$ cat config.mk
export PLATFORM = sky130hd
export DESIGN_NAME = srp_sdram_cmd
export DESIGN_NICKNAME = d
export VERILOG_FILES = /design/src/include/srp_pkg.sv /design/src/verilog/srp_fifo.sv /design/src/verilog/srp_sdram_cmd.sv
export SDC_FILE = /design/constraint.sdc
export NUM_CORES = 1
export LEC_CHECK = 0
export BUFFER_PORTS_ARGS = -buffer_cell sky130_fd_sc_hd__buf_2
export CAP_MARGIN = 20
export CORE_MARGIN = 2
export CORE_UTILIZATION = 50
export DETAILED_ROUTE_END_ITERATION = 10
export HOLD_SLACK_MARGIN = 0.1
export PLACE_DENSITY_LB_ADDON = 0.1
export SLEW_MARGIN = 10
export SYNTH_ARGS = -nofsm -noshare
export SYNTH_HDL_FRONTEND = slang
export SYNTH_SLANG_ARGS = --single-unit
export TNS_END_PERCENT = 20
$ cat constraint.sdc
create_clock -name mclk -period 6.67 [get_ports mclk]
set_input_delay 1.334 -clock mclk [delete_from_list [all_inputs] [get_ports mclk]]
set_output_delay 1.334 -clock mclk [all_outputs]
set_load 0.01 [all_outputs]
$ cat src/include/srp_pkg.sv
// shared constants for the refresh and power command block
package srp_pkg;
  // command codes as {ras_n, cas_n, we_n}
  localparam logic [2:0] CMD_MRS = 3'h0;
  localparam logic [2:0] CMD_REF = 3'h1;
  localparam logic [2:0] CMD_PRE = 3'h2;
  localparam logic [2:0] CMD_ACT = 3'h3;
  localparam logic [2:0] CMD_WRITE = 3'h4;
  localparam logic [2:0] CMD_READ = 3'h5;
  localparam logic [2:0] CMD_BST = 3'h6;
  localparam logic [2:0] CMD_NOP = 3'h7;
  // burst length codes
  localparam logic [2:0] BL_1 = 3'h0;
  localparam logic [2:0] BL_2 = 3'h1;
  localparam logic [2:0] BL_4 = 3'h2;
  localparam logic [2:0] BL_8 = 3'h3;
  localparam logic [2:0] BL_FULL = 3'h7;
  // cas latency codes
  localparam logic [2:0] CL_2 = 3'h2;
  localparam logic [2:0] CL_3 = 3'h3;
  // field positions and sizes
  localparam int AP_BIT = 10;
  localparam int FULL_PAGE_WORDS = 512;
  localparam int CNT_W = 8;
  // timing
  localparam int MCLK_PERIOD_NS = 40;
  localparam int TRC_NS = 60;
  localparam int TXSR_NS = 70;
  localparam int RET_MS = 64;
  localparam int REF_COUNT = 8192;
  localparam int TRC_CYC = (TRC_NS + MCLK_PERIOD_NS - 1) / MCLK_PERIOD_NS;
  localparam int TXSR_CYC = (TXSR_NS + MCLK_PERIOD_NS - 1) / MCLK_PERIOD_NS;
  localparam int SREF_CYC = (RET_MS * 1000000 / REF_COUNT) / MCLK_PERIOD_NS;
  // reset values
  localparam logic [12:0] REF_ROW_RST = 13'h0000;
  localparam logic [3:0] BANKS_RST = 4'h0;
  // top-level states
  typedef enum logic [2:0] {ST_RUN, ST_REF, ST_PDN, ST_SELF, ST_SXIT} srp_state_t;
endpackage

$ cat src/verilog/srp_fifo.sv
// write data buffer between the pins and the bank array
`timescale 1ns/1ps
module srp_fifo #(
  parameter int WIDTH = 27,
  parameter int DEPTH = 8
) (
  // clock and reset
  input wire logic mclk,
  input wire logic rst_n,
  // fill side
  input wire logic in_valid,
  output logic in_ready,
  input wire logic [WIDTH-1:0] in_data,
  // drain side
  output logic out_valid,
  input wire logic out_ready,
  output logic [WIDTH-1:0] out_data
);
  localparam int PTR_W = (DEPTH > 1) ? $clog2(DEPTH) : 1;
  localparam logic [PTR_W:0] DEPTH_C = (PTR_W + 1)'(DEPTH);
  logic [WIDTH-1:0] mem_q [DEPTH];
  logic [PTR_W-1:0] wr_ptr_q;
  logic [PTR_W-1:0] rd_ptr_q;
  logic [PTR_W:0] count_q;
  logic [PTR_W:0] count_d;
  logic in_ready_q;
  logic out_valid_q;
  logic push;
  logic pop;

  assign push = in_valid && in_ready_q;
  assign pop = out_ready && out_valid_q;
  assign in_ready = in_ready_q;
  assign out_valid = out_valid_q;
  assign out_data = mem_q[rd_ptr_q];

  always_comb begin
    count_d = count_q;
    if (push && !pop) begin
      count_d = count_q + 1'b1;
    end else if (pop && !push) begin
      count_d = count_q - 1'b1;
    end
  end

  function automatic logic [PTR_W-1:0] ptr_inc(input logic [PTR_W-1:0] p);
    ptr_inc = (p == PTR_W'(DEPTH - 1)) ? '0 : p + 1'b1;
  endfunction

  always_ff @(posedge mclk) begin
    if (push) begin
      mem_q[wr_ptr_q] <= in_data;
    end
  end

  always_ff @(posedge mclk) begin
    if (!rst_n) begin
      wr_ptr_q <= '0;
      rd_ptr_q <= '0;
      count_q <= '0;
      in_ready_q <= 1'b1;
      out_valid_q <= 1'b0;
    end else begin
      if (push) begin
        wr_ptr_q <= ptr_inc(wr_ptr_q);
      end
      if (pop) begin
        rd_ptr_q <= ptr_inc(rd_ptr_q);
      end
      count_q <= count_d;
      in_ready_q <= (count_d != DEPTH_C);
      out_valid_q <= (count_d != '0);
    end
  end
endmodule // srp_fifo

$ cat src/verilog/srp_sdram_cmd.sv
// sdram command engine for burst stop, refresh, suspend and power-down
// Notes on behaviour
// RULE1 - burst stop ends bursts without auto precharge
// RULE2 - stopped read drains for cas latency cycles
// RULE3 - deselect ignores strobes and address inputs
// RULE4 - auto refresh code, address ignored
// RULE5 - internal row counter advances per refresh
// RULE6 - controller refreshes enough within retention time
// RULE7 - controller refreshes only idle, not powered down
// RULE8 - controller sends nops until refresh completes
// RULE9 - controller waits precharge time between refreshes
// RULE10 - self refresh entry is refresh, clock disabled
// RULE11 - self refresh ignores all but clock enable
// RULE12 - controller restarts clock, then raises enable
// RULE13 - controller idles for exit time after self refresh
// RULE14 - full refresh burst around self refresh advised
// RULE15 - clock enable low in burst freezes state
// RULE16 - clock enable low when idle powers down
// RULE17 - controller limits suspend and power-down time
// RULE18 - clock enable high restarts next cycle
// RULE19 - power-down exit reenables buffers, one cycle gap
// RULE20 - mask high blocks writing that word
// RULE21 - mask high floats outputs during read
// RULE22 - nop registers no command
// RULE23 - burst stop code is ras high cas high we low
// RULE24 - stopped write writes nothing from stop cycle
`timescale 1ns/1ps
module srp_sdram_cmd
  import srp_pkg::*;
#(
  parameter int DATA_W = 16,
  parameter int ROW_W = 13,
  parameter int COL_W = 9,
  parameter int FIFO_DEPTH = 8
) (
  // clock and reset
  input wire logic mclk,
  input wire logic rst_n,
  // command pins
  input wire logic cs_n,
  input wire logic ras_n,
  input wire logic cas_n,
  input wire logic we_n,
  input wire logic cke,
  input wire logic dqm,
  input wire logic [1:0] ba,
  input wire logic [ROW_W-1:0] addr,
  // data pin
  input wire logic [DATA_W-1:0] dq_in,
  output logic [DATA_W-1:0] dq_out,
  output logic dq_oe,
  // mode settings
  input wire logic [2:0] cas_lat,
  input wire logic [2:0] burst_len,
  // bank array read
  output logic arr_rd_en,
  output logic [1:0] arr_rd_bank,
  output logic [COL_W-1:0] arr_rd_col,
  input wire logic [DATA_W-1:0] arr_rd_data,
  // bank array write
  output logic arr_wr_valid,
  input wire logic arr_wr_ready,
  output logic [1:0] arr_wr_bank,
  output logic [COL_W-1:0] arr_wr_col,
  output logic [DATA_W-1:0] arr_wr_data,
  // bank array refresh
  output logic ref_stb,
  output logic [ROW_W-1:0] ref_row,
  // status
  output logic wbuf_ready,
  output logic self_ref,
  output logic power_down
);
  localparam int WW = 2 + COL_W + DATA_W;

  srp_state_t st_q, st_d;
  logic [CNT_W-1:0] cnt_q, cnt_d;
  logic [CNT_W-1:0] tmr_q;
  logic cke_q;
  logic [3:0] bank_open_q;
  logic burst_q, bwr_q, bap_q, bfull_q;
  logic [1:0] bbank_q;
  logic [COL_W-1:0] bcol_q;
  logic [9:0] bleft_q;
  logic rd_en_q;
  logic [1:0] rd_bank_q;
  logic [COL_W-1:0] rd_col_q;
  logic p1_v_q, p2_v_q;
  logic [DATA_W-1:0] p1_d_q, p2_d_q, dq_out_q;
  logic dq_oe_q;
  logic ref_stb_q;
  logic [ROW_W-1:0] ref_row_q;
  logic self_ref_q, power_down_q;
  logic run, cmd_ok, all_idle, sref_tick;
  logic [2:0] cmd;
  logic is_rd, is_wr, is_rdwr, is_act, is_pre, is_ref, is_sre, is_bst, pd_enter;
  logic advance, wr_push, burst_end;
  logic [WW-1:0] wr_word, fifo_out;
  logic [1:0] wr_bank;
  logic [COL_W-1:0] wr_col;

  function automatic logic [9:0] len_words(input logic [2:0] code);
    case (code)
      BL_1: len_words = 10'h001;
      BL_2: len_words = 10'h002;
      BL_4: len_words = 10'h004;
      BL_8: len_words = 10'h008;
      default: len_words = 10'(FULL_PAGE_WORDS);
    endcase
  endfunction

  // sequential wrap inside the burst window
  function automatic logic [COL_W-1:0] col_next(input logic [COL_W-1:0] c, input logic [2:0] code);
    logic [COL_W-1:0] m;
    m = COL_W'(len_words(code) - 10'h001);
    col_next = (c & ~m) | ((c + 1'b1) & m);
  endfunction

  // RULE18 RULE15 masked internal clock
  assign run = cke_q;
  assign cmd = {ras_n, cas_n, we_n};
  // RULE3 deselect blocks decode
  assign cmd_ok = (st_q == ST_RUN) && run && !cs_n;
  assign all_idle = (bank_open_q == 4'h0);
  assign is_rd = cmd_ok && (cmd == CMD_READ);
  assign is_wr = cmd_ok && (cmd == CMD_WRITE);
  assign is_rdwr = is_rd || is_wr;
  assign is_act = cmd_ok && (cmd == CMD_ACT);
  assign is_pre = cmd_ok && (cmd == CMD_PRE);
  // RULE4 refresh decode, address unused
  assign is_ref = cmd_ok && (cmd == CMD_REF) && cke && all_idle && !burst_q;
  // RULE10 self refresh decode
  assign is_sre = cmd_ok && (cmd == CMD_REF) && !cke && all_idle && !burst_q;
  // RULE23 RULE1 stop decode, auto precharge exempt
  assign is_bst = cmd_ok && (cmd == CMD_BST) && burst_q && !bap_q;
  // RULE16 idle enable low
  assign pd_enter = (st_q == ST_RUN) && run && !cke && all_idle && !burst_q && !is_sre
                    && !is_rdwr && !is_act;
  // RULE22 any command but read, write or burst stop lets the burst run on
  assign advance = (st_q == ST_RUN) && run && burst_q && !is_rdwr && !is_bst;
  assign burst_end = advance && (bleft_q == 10'h001) && !bfull_q;
  assign sref_tick = (st_q == ST_SELF) && (tmr_q == CNT_W'(SREF_CYC - 1));

  always_ff @(posedge mclk) begin
    if (!rst_n) begin
      cke_q <= 1'b0;
    end else begin
      cke_q <= cke;
    end
  end

  always_comb begin
    st_d = st_q;
    cnt_d = cnt_q;
    case (st_q)
      ST_RUN: begin
        if (is_ref) begin
          st_d = ST_REF;
          cnt_d = CNT_W'(TRC_CYC - 1);
        end else if (is_sre) begin
          st_d = ST_SELF;
        end else if (pd_enter) begin
          st_d = ST_PDN;
        end
      end
      ST_REF: begin
        if (cnt_q <= CNT_W'(1)) begin
          st_d = ST_RUN;
        end else begin
          cnt_d = cnt_q - 1'b1;
        end
      end
      // RULE19 exit on enable high
      ST_PDN: begin
        if (cke) begin
          st_d = ST_RUN;
        end
      end
      // RULE11 only enable is watched
      ST_SELF: begin
        if (cke) begin
          st_d = ST_SXIT;
          cnt_d = CNT_W'(TXSR_CYC - 1);
        end
      end
      ST_SXIT: begin
        if (cnt_q <= CNT_W'(1)) begin
          st_d = ST_RUN;
        end else begin
          cnt_d = cnt_q - 1'b1;
        end
      end
      default: begin
        st_d = ST_RUN;
      end
    endcase
  end

  always_ff @(posedge mclk) begin
    if (!rst_n) begin
      st_q <= ST_RUN;
      cnt_q <= '0;
      self_ref_q <= 1'b0;
      power_down_q <= 1'b0;
    end else begin
      st_q <= st_d;
      cnt_q <= cnt_d;
      self_ref_q <= (st_d == ST_SELF);
      power_down_q <= (st_d == ST_PDN);
    end
  end

  // RULE11 internal refresh timer
  always_ff @(posedge mclk) begin
    if (!rst_n) begin
      tmr_q <= '0;
    end else if (st_q != ST_SELF || sref_tick) begin
      tmr_q <= '0;
    end else begin
      tmr_q <= tmr_q + 1'b1;
    end
  end

  // RULE5 row counter advances once per refresh
  always_ff @(posedge mclk) begin
    if (!rst_n) begin
      ref_stb_q <= 1'b0;
      ref_row_q <= ROW_W'(REF_ROW_RST);
    end else begin
      ref_stb_q <= is_ref || is_sre || sref_tick;
      if (is_ref || is_sre || sref_tick) begin
        ref_row_q <= ref_row_q + 1'b1;
      end
    end
  end

  always_ff @(posedge mclk) begin
    if (!rst_n) begin
      bank_open_q <= BANKS_RST;
    end else if (is_act) begin
      bank_open_q[ba] <= 1'b1;
    end else if (is_pre) begin
      if (addr[AP_BIT]) begin
        bank_open_q <= 4'h0;
      end else begin
        bank_open_q[ba] <= 1'b0;
      end
    end else if (burst_end && bap_q) begin
      bank_open_q[bbank_q] <= 1'b0;
    end
  end

  // RULE15 burst state frozen while suspended
  always_ff @(posedge mclk) begin
    if (!rst_n) begin
      burst_q <= 1'b0;
      bwr_q <= 1'b0;
      bap_q <= 1'b0;
      bfull_q <= 1'b0;
      bbank_q <= 2'h0;
      bcol_q <= '0;
      bleft_q <= 10'h000;
    end else if (is_rdwr) begin
      burst_q <= (burst_len != BL_1);
      bwr_q <= is_wr;
      bap_q <= addr[AP_BIT];
      bfull_q <= (burst_len == BL_FULL);
      bbank_q <= ba;
      bcol_q <= col_next(addr[COL_W-1:0], burst_len);
      bleft_q <= len_words(burst_len) - 10'h001;
    end else if (is_bst) begin
      // RULE1 stop ends the burst
      burst_q <= 1'b0;
    end else if (advance) begin
      bcol_q <= col_next(bcol_q, burst_len);
      bleft_q <= bleft_q - 10'h001;
      if (burst_end) begin
        burst_q <= 1'b0;
      end
    end
  end

  // array fetch for read bursts
  always_ff @(posedge mclk) begin
    if (!rst_n) begin
      rd_en_q <= 1'b0;
      rd_bank_q <= 2'h0;
      rd_col_q <= '0;
    end else if (is_rd) begin
      rd_en_q <= 1'b1;
      rd_bank_q <= ba;
      rd_col_q <= addr[COL_W-1:0];
    end else if (advance && !bwr_q) begin
      rd_en_q <= 1'b1;
      rd_col_q <= bcol_q;
    end else if ((st_q == ST_RUN) && run) begin
      rd_en_q <= 1'b0;
    end
  end

  // RULE2 fetched words still drain through the latency pipe
  always_ff @(posedge mclk) begin
    if (!rst_n) begin
      p1_v_q <= 1'b0;
      p2_v_q <= 1'b0;
      p1_d_q <= '0;
      p2_d_q <= '0;
      dq_out_q <= '0;
      dq_oe_q <= 1'b0;
    end else if (st_q != ST_RUN) begin
      p1_v_q <= 1'b0;
      p2_v_q <= 1'b0;
      dq_oe_q <= 1'b0;
    end else if (run) begin
      p1_v_q <= rd_en_q;
      p1_d_q <= arr_rd_data;
      p2_v_q <= p1_v_q;
      p2_d_q <= p1_d_q;
      dq_out_q <= (cas_lat == CL_3) ? p2_d_q : p1_d_q;
      // RULE21 mask high floats the outputs
      dq_oe_q <= ((cas_lat == CL_3) ? p2_v_q : p1_v_q) && !dqm;
    end
  end

  // RULE20 RULE24 masked words and the stop cycle write nothing
  assign wr_push = (is_wr || (advance && bwr_q)) && !dqm;
  assign wr_bank = is_wr ? ba : bbank_q;
  assign wr_col = is_wr ? addr[COL_W-1:0] : bcol_q;
  assign wr_word = {wr_bank, wr_col, dq_in};

  srp_fifo #(
    .WIDTH(WW),
    .DEPTH(FIFO_DEPTH)
  ) u_wbuf (
    .mclk(mclk),
    .rst_n(rst_n),
    .in_valid(wr_push),
    .in_ready(wbuf_ready),
    .in_data(wr_word),
    .out_valid(arr_wr_valid),
    .out_ready(arr_wr_ready),
    .out_data(fifo_out)
  );

  assign arr_wr_bank = fifo_out[WW-1 -: 2];
  assign arr_wr_col = fifo_out[DATA_W +: COL_W];
  assign arr_wr_data = fifo_out[DATA_W-1:0];
  assign arr_rd_en = rd_en_q;
  assign arr_rd_bank = rd_bank_q;
  assign arr_rd_col = rd_col_q;
  assign dq_out = dq_out_q;
  assign dq_oe = dq_oe_q;
  assign ref_stb = ref_stb_q;
  assign ref_row = ref_row_q;
  assign self_ref = self_ref_q;
  assign power_down = power_down_q;

  AST_REF_ROW_INC: assert property (@(posedge mclk) disable iff (!rst_n) // RULE5
    is_ref |=> ref_stb_q && (ref_row_q == $past(ref_row_q) + 1'b1))
    else $error("refresh row did not advance by one");
  AST_DESEL_IGNORED: assert property (@(posedge mclk) disable iff (!rst_n) // RULE3
    (cs_n && !(burst_q && bap_q) && st_q == ST_RUN) |=> $stable(bank_open_q) && !ref_stb_q)
    else $error("deselect changed bank state");
  AST_BST_ENDS: assert property (@(posedge mclk) disable iff (!rst_n) // RULE1
    (is_bst && !is_rdwr) |=> !burst_q && !$past(wr_push))
    else $error("burst stop did not end burst");
  AST_RD_DRAIN: assert property (@(posedge mclk) disable iff (!rst_n) // RULE2
    (is_bst && !bwr_q && cas_lat == CL_3 && $past(rd_en_q) && !dqm) ##1 (cke_q && !dqm && !is_rdwr) [*3]
    |=> !dq_oe_q)
    else $error("read data continued past cas latency");
  AST_SUSP_HOLD: assert property (@(posedge mclk) disable iff (!rst_n) // RULE15
    (!cke_q && st_q == ST_RUN) |=> $stable(bcol_q) && $stable(dq_out_q) && $stable(burst_q))
    else $error("state moved while suspended");
  AST_PDN_FLOAT: assert property (@(posedge mclk) disable iff (!rst_n) // RULE16
    pd_enter |=> power_down_q ##1 (!dq_oe_q || !power_down_q))
    else $error("buffers active in power-down");
  AST_PDN_EXIT: assert property (@(posedge mclk) disable iff (!rst_n) // RULE19
    (st_q == ST_PDN && cke) |=> st_q == ST_RUN && !power_down_q)
    else $error("power-down exit missed");
  AST_SELF_ENTRY: assert property (@(posedge mclk) disable iff (!rst_n) // RULE10
    is_sre |=> self_ref_q && ref_stb_q)
    else $error("self refresh not entered");
  AST_SELF_STAY: assert property (@(posedge mclk) disable iff (!rst_n) // RULE11
    (st_q == ST_SELF && !cke) |=> st_q == ST_SELF && !dq_oe_q)
    else $error("self refresh left without enable");
  AST_WR_MASK: assert property (@(posedge mclk) disable iff (!rst_n) // RULE20
    ((is_wr || (advance && bwr_q)) && dqm) |-> !wr_push)
    else $error("masked word was written");
  AST_RESUME: assert property (@(posedge mclk) disable iff (!rst_n) // RULE18
    (st_q == ST_RUN && !cke_q && cke && burst_q && !bfull_q && bleft_q > 10'h001)
    ##1 (cs_n || cmd == CMD_NOP) |=> bleft_q != $past(bleft_q))
    else $error("burst did not restart after enable high");
endmodule // srp_sdram_cmd

## Word-level counts from Yosys, hierarchy flattened

Memory sizes are Yosys's and may differ from the RTL's. A register that Yosys moved wholly into a read port is not among the register bits.
Cells that the tools add are included.

- Multiplexer cells: 53
- Add/subtract/negate cells: 12
- $lt $le $gt $ge: 5
- Equality and inequality tests: 27
- Reduce and logical (&&, ||, !) cells: 77
- Bitwise logic cells: 15

Operators with widths:

| cell | count |
|---|---|
| $mux 9 | 10 |
| $mux 10 | 5 |
| $pmux 10 s4 | 1 |
| $logic_and 1x1->1 | 39 |
| $and 9x9->9 | 4 |
| $mux 3 | 10 |
| $eq 3x2->1 const B | 9 |
| $mux 4 | 6 |
| $mux 8 | 3 |
| $pmux 8 s3 | 1 |
| $eq 3x3->1 const B | 7 |
| $reduce_bool 3->1 | 7 |
| $sub 10x1->10 const B | 2 |
| $add 9x1->9 const B | 2 |
| $not 9->9 | 2 |
| $or 9x9->9 | 2 |
| $mux 16 | 1 |
| $add 13x1->13 const B | 1 |
| $logic_not 1->1 | 13 |
| $mux 1 | 12 |
| $pmux 3 s4 | 1 |
| $eq 10x1->1 const B | 1 |
| $eq 3x1->1 const B | 3 |
| $sub 9x1->9 const B | 1 |
| 26 further kinds | 46 |

- Bits in writable memories: 216
- Register bits: 140
- Memories: 1

Memories:

| memory | depth | width | read ports | clocked after Yosys merged registers in | write ports | line | RTL |
|---|---|---|---|---|---|---|---|
| u_wbuf.mem_q | 8 | 27 | 1 | 1 | 1 | srp_fifo.sv:21 | `logic [WIDTH-1:0] mem_q [DEPTH];` |

## Depth between registers and ports, before layout

Gate-level depths: netlist of run 1.

- Depth in word-level cells: 19
- Mapped depth: 9
- Depth with buffers taken out: 8

## By module

A second synthesis of run 1 with hierarchy kept.

- Cell total of the unflattened synthesis: 1144
- Area total of the unflattened synthesis: 15179.6 um^2

Modules (own cells, without submodules):

| module | instances | sequential area each (um^2) | area an instance (um^2) | cells each |
|---|---|---|---|---|
| srp_fifo | 1 | 6786.5 | 9012.4 | 395 |
| srp_sdram_cmd | 1 | 2562.5 | 6167.2 | 749 |

## Least setup slack after synthesis of run 1

OpenSTA, ideal clock, no wires.

- Path kind: input port to flip-flop
- From: in ras_n
- To: mem u_wbuf.mem_q[6][0] (enable)
- Path slack: 1621 ps
- Cell stages on the path: 7
- Data arrival time: 4598 ps
- Buffers on the path: 2
- Cell sequence: nor3b_2 and2_1 clkbuf_1 a2111oi_4 buf_6 nand2_1 nor3b_1

- Cells in the longest elaborated chain, start to end: 12
- Elaborated cells between the ends (all ways): 19
- Classes of those cells: 3 x eq/ne; 2 x mux; 14 x reduce/logical

Ends and longest elaborated chain:

| what | line | RTL |
|---|---|---|
| start, declared | srp_sdram_cmd.sv:41 | `input wire logic ras_n,` |
| $eq 3x3->1, on equally long branches | srp_sdram_cmd.sv:125, srp_sdram_cmd.sv:126, srp_sdram_cmd.sv:135 |  |
| $logic_and 1x1->1, on equally long branches | srp_sdram_cmd.sv:125, srp_sdram_cmd.sv:126, srp_sdram_cmd.sv:135 |  |
| $logic_or 1x1->1 or $logic_and 1x1->1 (tied branches) | srp_sdram_cmd.sv:127, srp_sdram_cmd.sv:135 |  |
| $logic_not 1->1 or $logic_and 1x1->1 (tied branches) | srp_sdram_cmd.sv:140, srp_sdram_cmd.sv:135 |  |
| $logic_and 1x1->1 or $logic_not 1->1 (tied branches) | srp_sdram_cmd.sv:140 | `assign advance = (st_q == ST_RUN) && run && burst_q && !is_rdwr && !is_bst;` |
| $logic_and 1x1->1 | srp_sdram_cmd.sv:140 |  |
| $logic_and 1x1->1 | srp_sdram_cmd.sv:326 | `assign wr_push = (is_wr \|\| (advance && bwr_q)) && !dqm;` |
| $logic_or 1x1->1 (*) | srp_sdram_cmd.sv:326 |  |
| $logic_and 1x1->1 (*) | srp_sdram_cmd.sv:326 |  |
| $logic_and 1x1->1 (*) | srp_fifo.sv:31 | `assign push = in_valid && in_ready_q;` |
| $mux 1 (*) | srp_fifo.sv:51 | `if (push) begin` |
| $mux 1 (not written as such) (*) | srp_fifo.sv:52 | `mem_q[wr_ptr_q] <= in_data;` |
| end, declared | srp_fifo.sv:21 |  |

Every way passes the cells marked *; elsewhere a longest branch is shown, timed or not.

==> run_results.csv, run 1 <==
group,metric,value,unit
worst_setup_path,timing.rr.start,"st_q[1]",
detailed_routing,drc,0,
clock_network,root_buffer,"clkbuf_16",
power_and_ir_drop,swShare,0.218,
die,pin_count,136,
worst_hold_path,holdCritStartpoint,"p2_d_q[15]",
logic_synthesis,ys_seq_area_frac,0.624,
logic_synthesis,synth_cell_types,61,
worst_setup_path,start_kind,"flip-flop",
placed_design,post-place-cells,1596,
worst_setup_path,crit_path_end_kind,"primary output",
sta,fin_setup_tns,0,ps
logic_synthesis,synth_top_area_share,0.433,
sta,slew_headroom,0.331,
logic_synthesis,netlist_top_cells_area,"edfxtp_1 (43%), dfxtp_1 (19%), mux4_2 (8.1%)",
worst_setup_path,cp_slowest_cell,"buf_4",
placed_design,dpl_cell_area,0.0160,sq mm
power_and_ir_drop,leakagePower,6.15,nW
logic_synthesis,postSynthCellCount,1122,
power_and_ir_drop,p_comb_frac,0.083,
sta,fin_worst_skew,16.6,ps
flow_run,max-cap-violations,0,
clock_network,postCtsSetupBuffers,0,
clock_network,clk_pin_slew_worst_paths,60,ps
layout,mostFrequentLayoutCells,"edfxtp_1 (216), dfxtp_1 (141), buf_2 (132), nand2_1 (106), nor2_1 (93)",
logic_synthesis,synth_edf_count,216,
worst_hold_path,min_path_type,"flip-flop to flip-flop",
worst_setup_path,path_cells,"buf_4, mux4_2, mux2_2, buf_2",
clock_network,cts_buffer_depth,3,
layout,layout-drive-gt1-share,0.256,
sta,hold_viol_final,0,
placed_design,dp_hpwl,17500,um
clock_network,clkSinkCount,359,
die,core_area,0.0296,sq mm
worst_setup_path,cp.arrival,2830,ps
clock_network,numCtsBuffers,38,
power_and_ir_drop,ir_worst_vdd,0.000186,V
sta,whs,451,ps
detailed_routing,drt_wl_total,29900,um
worst_hold_path,hold_end,"p2_d_q[15]",
logic_synthesis,syn-num-nets,1201,
die,start_util,0.507,
global_routing,grt_use_total,0.192,
power_and_ir_drop,total_power,4.91,mW
sta,max_freq,240,MHz
layout,stdcell_area,0.0173,sq mm
global_routing,grt_pass1_wl,47500,um
global_routing,grt_pass1_vias,8844,
sta,fin_crit,4160,ps
detailed_routing,dr.pass1.iters,6,
power_and_ir_drop,share_seq_of_total_power,0.493,
detailed_routing,drt-initial-drc-count,540,
worst_setup_path,path_depth,4,
logic_synthesis,yosys.area.top_type,"edfxtp_1",
worst_setup_path,cp.required,5340,ps
placed_design,place_ws,2700,ps
logic_synthesis,ys.flop_type,"edfxtp_1",
worst_setup_path,crit_type,"flip-flop to primary output",
detailed_routing,wire_per_inst,17.9,um
worst_setup_path,path_buf_inv,2,
logic_synthesis,yosys_warnings,0,
worst_setup_path,ff2ff_path_depth,8,
layout,stdcell_count,1667,
placed_design,io_buffers,132,
die,die_y,177,um
placed_design,place_congestion,0.788,
layout,area_delta_synth_final,15.2,%
logic_synthesis,ys_seq_elements,359,
worst_hold_path,hold_depth,2,
clock_network,htree_num_levels,2,
power_and_ir_drop,clock_power_share,0.424,
layout,final_nets,1326,
power_and_ir_drop,power_switching,1.07,mW
sta,setup_viol,0,
layout,mostFrequentLayoutCell,"edfxtp_1",
detailed_routing,ant_nets,0,
worst_setup_path,r2r_end,"u_wbuf.mem_q[6][12]",
power_and_ir_drop,p_int,3.84,mW
global_routing,overflow,0,
die,num_rows,63,
logic_synthesis,syn_area,0.0150,sq mm
worst_setup_path,r2r_slack,3330,ps
detailed_routing,vias_per_cell,5.50,
worst_setup_path,critical_path.top_delay_family,"multiplexers",
sta,worst_pin_slew,1000,ps
worst_setup_path,critPathMaxStageDelay,660,ps
clock_network,hold_buffers,0,
detailed_routing,vias,9166,
logic_synthesis,ys_async_sr_fraction,0,
layout,final_util,0.584,
clock_network,cts_tree,"built",
sta,rsz0062_at_grt,"false",
logic_synthesis,avgSynthCellArea,13.4,sq um
clock_network,cts_resized,0,
global_routing,grt_max_degree,101,
sta,post-route-period-util,0.624,
power_and_ir_drop,power-per-cell-area,284,mW/mm^2
status,status,"finished clean",
die,fp.dieArea,0.0314,sq mm
sta,layout_setup_ws,2510,ps
die,die_w,177,um
sta,drv_slew,0,
global_routing,antenna_found_initial,2,
worst_setup_path,critPathMaxFanout,36,
clock_network,clkLatencyLatePin,510,ps
[how the worst max path moves through the flow]
stage	from	end
after detailed placement	ras_n	u_wbuf.mem_q[0][15]
after CTS	flip-flop	arr_wr_col[4]
after global placement	ras_n	u_wbuf.mem_q[0][15]
final	flip-flop	arr_wr_col[4]
after floorplan	ras_n	u_wbuf.mem_q[6][0]
after global routing	flip-flop	arr_wr_col[4]
[per-layer routing]
layer	global-route usage	share of wire	up-vias	routed length (um)
met5	0	0.00043	-	13
met4	0.0530	0.017	2	507
met3	0.0380	0.050	34	1510
met2	0.319	0.49	190	14500
met1	0.258	0.45	4497	13300
li1	-	-	4443	-
[tightest hold or removal path, cell delays in order (launching register included)]
cell and delay, ps:
dfxtp_1 300, nand2_1 50, a21oi_1 50
[registers in the layout, indices dropped and copies added (netlist names), 2 cells and up, named ones only]
name             flops
arr_rd_col           9
bank_open_q          4
arr_rd_bank          2
u_wbuf.mem_q       216
st_q                 3
p2_d_q              16
u_wbuf.count_q       4
dq_out              16
u_wbuf.rd_ptr_q      3
p1_d_q              16
ref_row             13
u_wbuf.wr_ptr_q      3
bbank_q              2
bleft_q             10
cnt_q                8
tmr_q                8
[final cells by class]
type	instances	area [sq um]
Multi-Input combinational cell	682	5300
Fill cell	2439	12300
Inverter	16	61.3
Tap cell	390	488
Clock inverter	13	138
Clock buffer	56	1100
Antenna cell	1	2.50
Timing Repair Buffer	150	816
Sequential cell	359	9350
[synth_stat cells, types with 3 or more instances]
library cell / n
nand3_1: 25
mux2_2: 38
xor2_1: 25
nor2b_1: 8
nand3b_1: 10
edfxtp_1: 216
nand2b_1: 5
xnor2_1: 18
a31oi_1: 4
nand4_1: 16
mux2i_1: 38
nor2_1: 94
o21ai_1: 4
or3_1: 5
a21oi_1: 69
buf_6: 5
clkbuf_1: 38
and4_1: 3
inv_1: 16
nor3_1: 12
and3_1: 11
o21ai_0: 21
nor3b_1: 7
ha_1: 17
buf_2: 14
buf_1: 8
dfxtp_1: 143
mux4_2: 54
nand2_1: 106
and2_1: 5
a211oi_1: 36
or3_2: 6
[kinds of logic (layout without fill, tap and decap cells)]
kind of cell | Yosys count | after routing | share of synthesized area
and+or+nand+nor | 336 | 336 | 0.112
buffers and inverters | 81 | 235 | 0.0240
DFF | 359 | 359 | 0.624
adders and majority gates | 17 | 17 | 0.0142
AOI/OAI and AO/OA | 156 | 156 | 0.0660
muxes | 130 | 130 | 0.135
xor gates and xnor gates | 43 | 43 | 0.0251
other | 0 | 1 | 0
[power groups by stage]
stage / clock, mW / combinational, mW / sequential (mW)
global placement: 0 / 0.405 / 2.47
CTS: 2.12 / 0.413 / 2.42
detailed placement: 0 / 0.412 / 2.47
global route: 2.22 / 0.456 / 2.43
floorplan: 0 / 0.309 / 2.45
finish: 2.08 / 0.408 / 2.42
No activity file was read; power rests on OpenSTA's default activity.
==> run 2: changes to the inputs <==
- clock period: 6.67 -> 3.9 ns (I/O delays scaled with it)
==> run 2 against run 1 <==
Core utilization is 0.35 points higher. Critical path depth stayed put. Register-to-register slack lost 2300 ps. Die area stayed put. Worst setup slack got worse by 1700 ps. Clock power up 71%. Global-route usage increased by 0.12 points. Total power rose by 71%. Cell count rose by 0.36%. First-iteration DRC count fell by 7.0%. Hold slack gained 2.1 ps.
==> run_results.csv, run 2 (synthesis results as in run 1) <==
group,metric,value,unit
status,status,"finished clean",
clock_network,cts_tree,"built",
detailed_routing,drt-initial-drc-count,502,
sta,fin_crit,3080,ps
global_routing,antenna_found_initial,2,
detailed_routing,drt_wl_total,29600,um
layout,fill_cells,2387,
power_and_ir_drop,ir_worst_vdd,0.000410,V
sta,setup_viol,0,
sta,fin_setup_tns,0,ps
placed_design,post-place-cells,1603,
sta,slew_headroom,0.432,
sta,post-route-period-util,0.789,
flow_run,max-cap-violations,0,
global_routing,grt_pass1_vias,9066,
layout,max_flop_register,"u_wbuf.mem_q",
sta,drv_slew,0,
detailed_routing,wire_per_inst,17.7,um
sta,whs,453,ps
layout,layout-drive-gt1-share,0.262,
worst_setup_path,critPathMaxFanout,54,
worst_setup_path,cp.arrival,2300,ps
sta,layout_setup_ws,823,ps
clock_network,clkSinkCount,359,
placed_design,io_buffers,132,
die,fp.dieArea,0.0314,sq mm
sta,worst_pin_slew,852,ps
global_routing,grt_pass1_wl,48000,um
die,core_area,0.0296,sq mm
layout,stdcell_count,1673,
detailed_routing,vias_per_cell,5.43,
detailed_routing,vias,9081,
layout,mostFrequentLayoutCell,"edfxtp_1",
global_routing,grt_max_degree,101,
worst_setup_path,start_kind,"flip-flop",
layout,area_delta_synth_final,15.9,%
sta,max_freq,325,MHz
layout,seqCellArea,0.00935,sq mm
worst_setup_path,crit_path_end_kind,"primary output",
sta,rsz0062_at_grt,"false",
detailed_routing,dr.pass1.iters,4,
power_and_ir_drop,power-per-cell-area,484,mW/mm^2
clock_network,htree_num_levels,2,
global_routing,grt_use_total,0.193,
clock_network,numCtsBuffers,38,
die,num_rows,63,
worst_setup_path,critPathMaxStageDelay,550,ps
placed_design,dpl_cell_area,0.0161,sq mm
worst_setup_path,cp.required,3120,ps
sta,fin_worst_skew,9.94,ps
detailed_routing,drc,0,
clock_network,root_buffer,"clkbuf_16",
layout,mostFrequentLayoutCells,"edfxtp_1 (216), dfxtp_1 (141), buf_2 (132), nand2_1 (106), nor2_1 (93)",
worst_setup_path,r2r_slack,990,ps
clock_network,cts_resized,0,
worst_setup_path,cp_slowest_cell,"mux4_2",
layout,final_util,0.587,
worst_setup_path,path_cells,"buf_12, mux4_2, mux2_2, buf_2",
layout,multi_input_area,0.00530,sq mm
sta,hold_viol_final,0,
die,die_w,177,um
clock_network,hold_buffers,0,
die,die_y,177,um
clock_network,postCtsSetupBuffers,0,
power_and_ir_drop,leakagePower,6.20,nW
layout,final_nets,1333,
layout,stdcell_area,0.0174,sq mm
detailed_routing,ant_nets,0,
layout,largest_register_ffs,216,
placed_design,place_congestion,0.821,
die,pin_count,136,
global_routing,overflow,0,
placed_design,place_ws,715,ps
clock_network,clk_pin_slew_worst_paths,60,ps
die,start_util,0.507,
clock_network,clkLatencyLatePin,520,ps
worst_hold_path,min_path_type,"flip-flop to flip-flop",
worst_setup_path,crit_type,"flip-flop to primary output",
power_and_ir_drop,total_power,8.40,mW
placed_design,dp_hpwl,18200,um
clock_network,cts_buffer_depth,3,
==> run 2: metal layers <==
layer | track usage | up-vias | routed length (um)
li1 | - | 4463 | -
met1 | 0.257 | 4390 | 13400
met2 | 0.326 | 177 | 14300
met3 | 0.0341 | 49 | 1230
met4 | 0.0575 | 2 | 671
met5 | 0 | - | 13
==> run 2: critical path, delay by kind of cell, from the launching register on <==
family	cells	cell delay [ps]
buf+inv	2	510
flops	1	350
mux	2	860
==> run 2: final cells by class <==
type	instances	area share
sequential	359	0.539
clock buffer	54	0.0623
tap	390	0.0281
clock inverter	14	0.00915
antenna	1	0.000144
timing repair buffer	157	0.0529
inverter	16	0.00353
multi-input combinational	682	0.305
==> run 2: where the power goes <==
| part | leakage, nW | internal (mW) | total [mW] | switching [mW] |
|---|---|---|---|---|
| Combinational | 2.53 | 0.353 | 0.732 | 0.380 |
| Clock | 0.611 | 2.14 | 3.55 | 1.41 |
| Sequential | 3.06 | 4.06 | 4.12 | 0.0552 |
==> run 2: final timing paths <==
path | from | to | cells past startpoint
min reg2reg | p2_d_q[3] | p2_d_q[3] | 2
max reg2reg | st_q[1] | u_wbuf.mem_q[0][15] | 6
min | p2_d_q[3] | p2_d_q[3] | 2
max | flip-flop | arr_wr_col[7] | 4
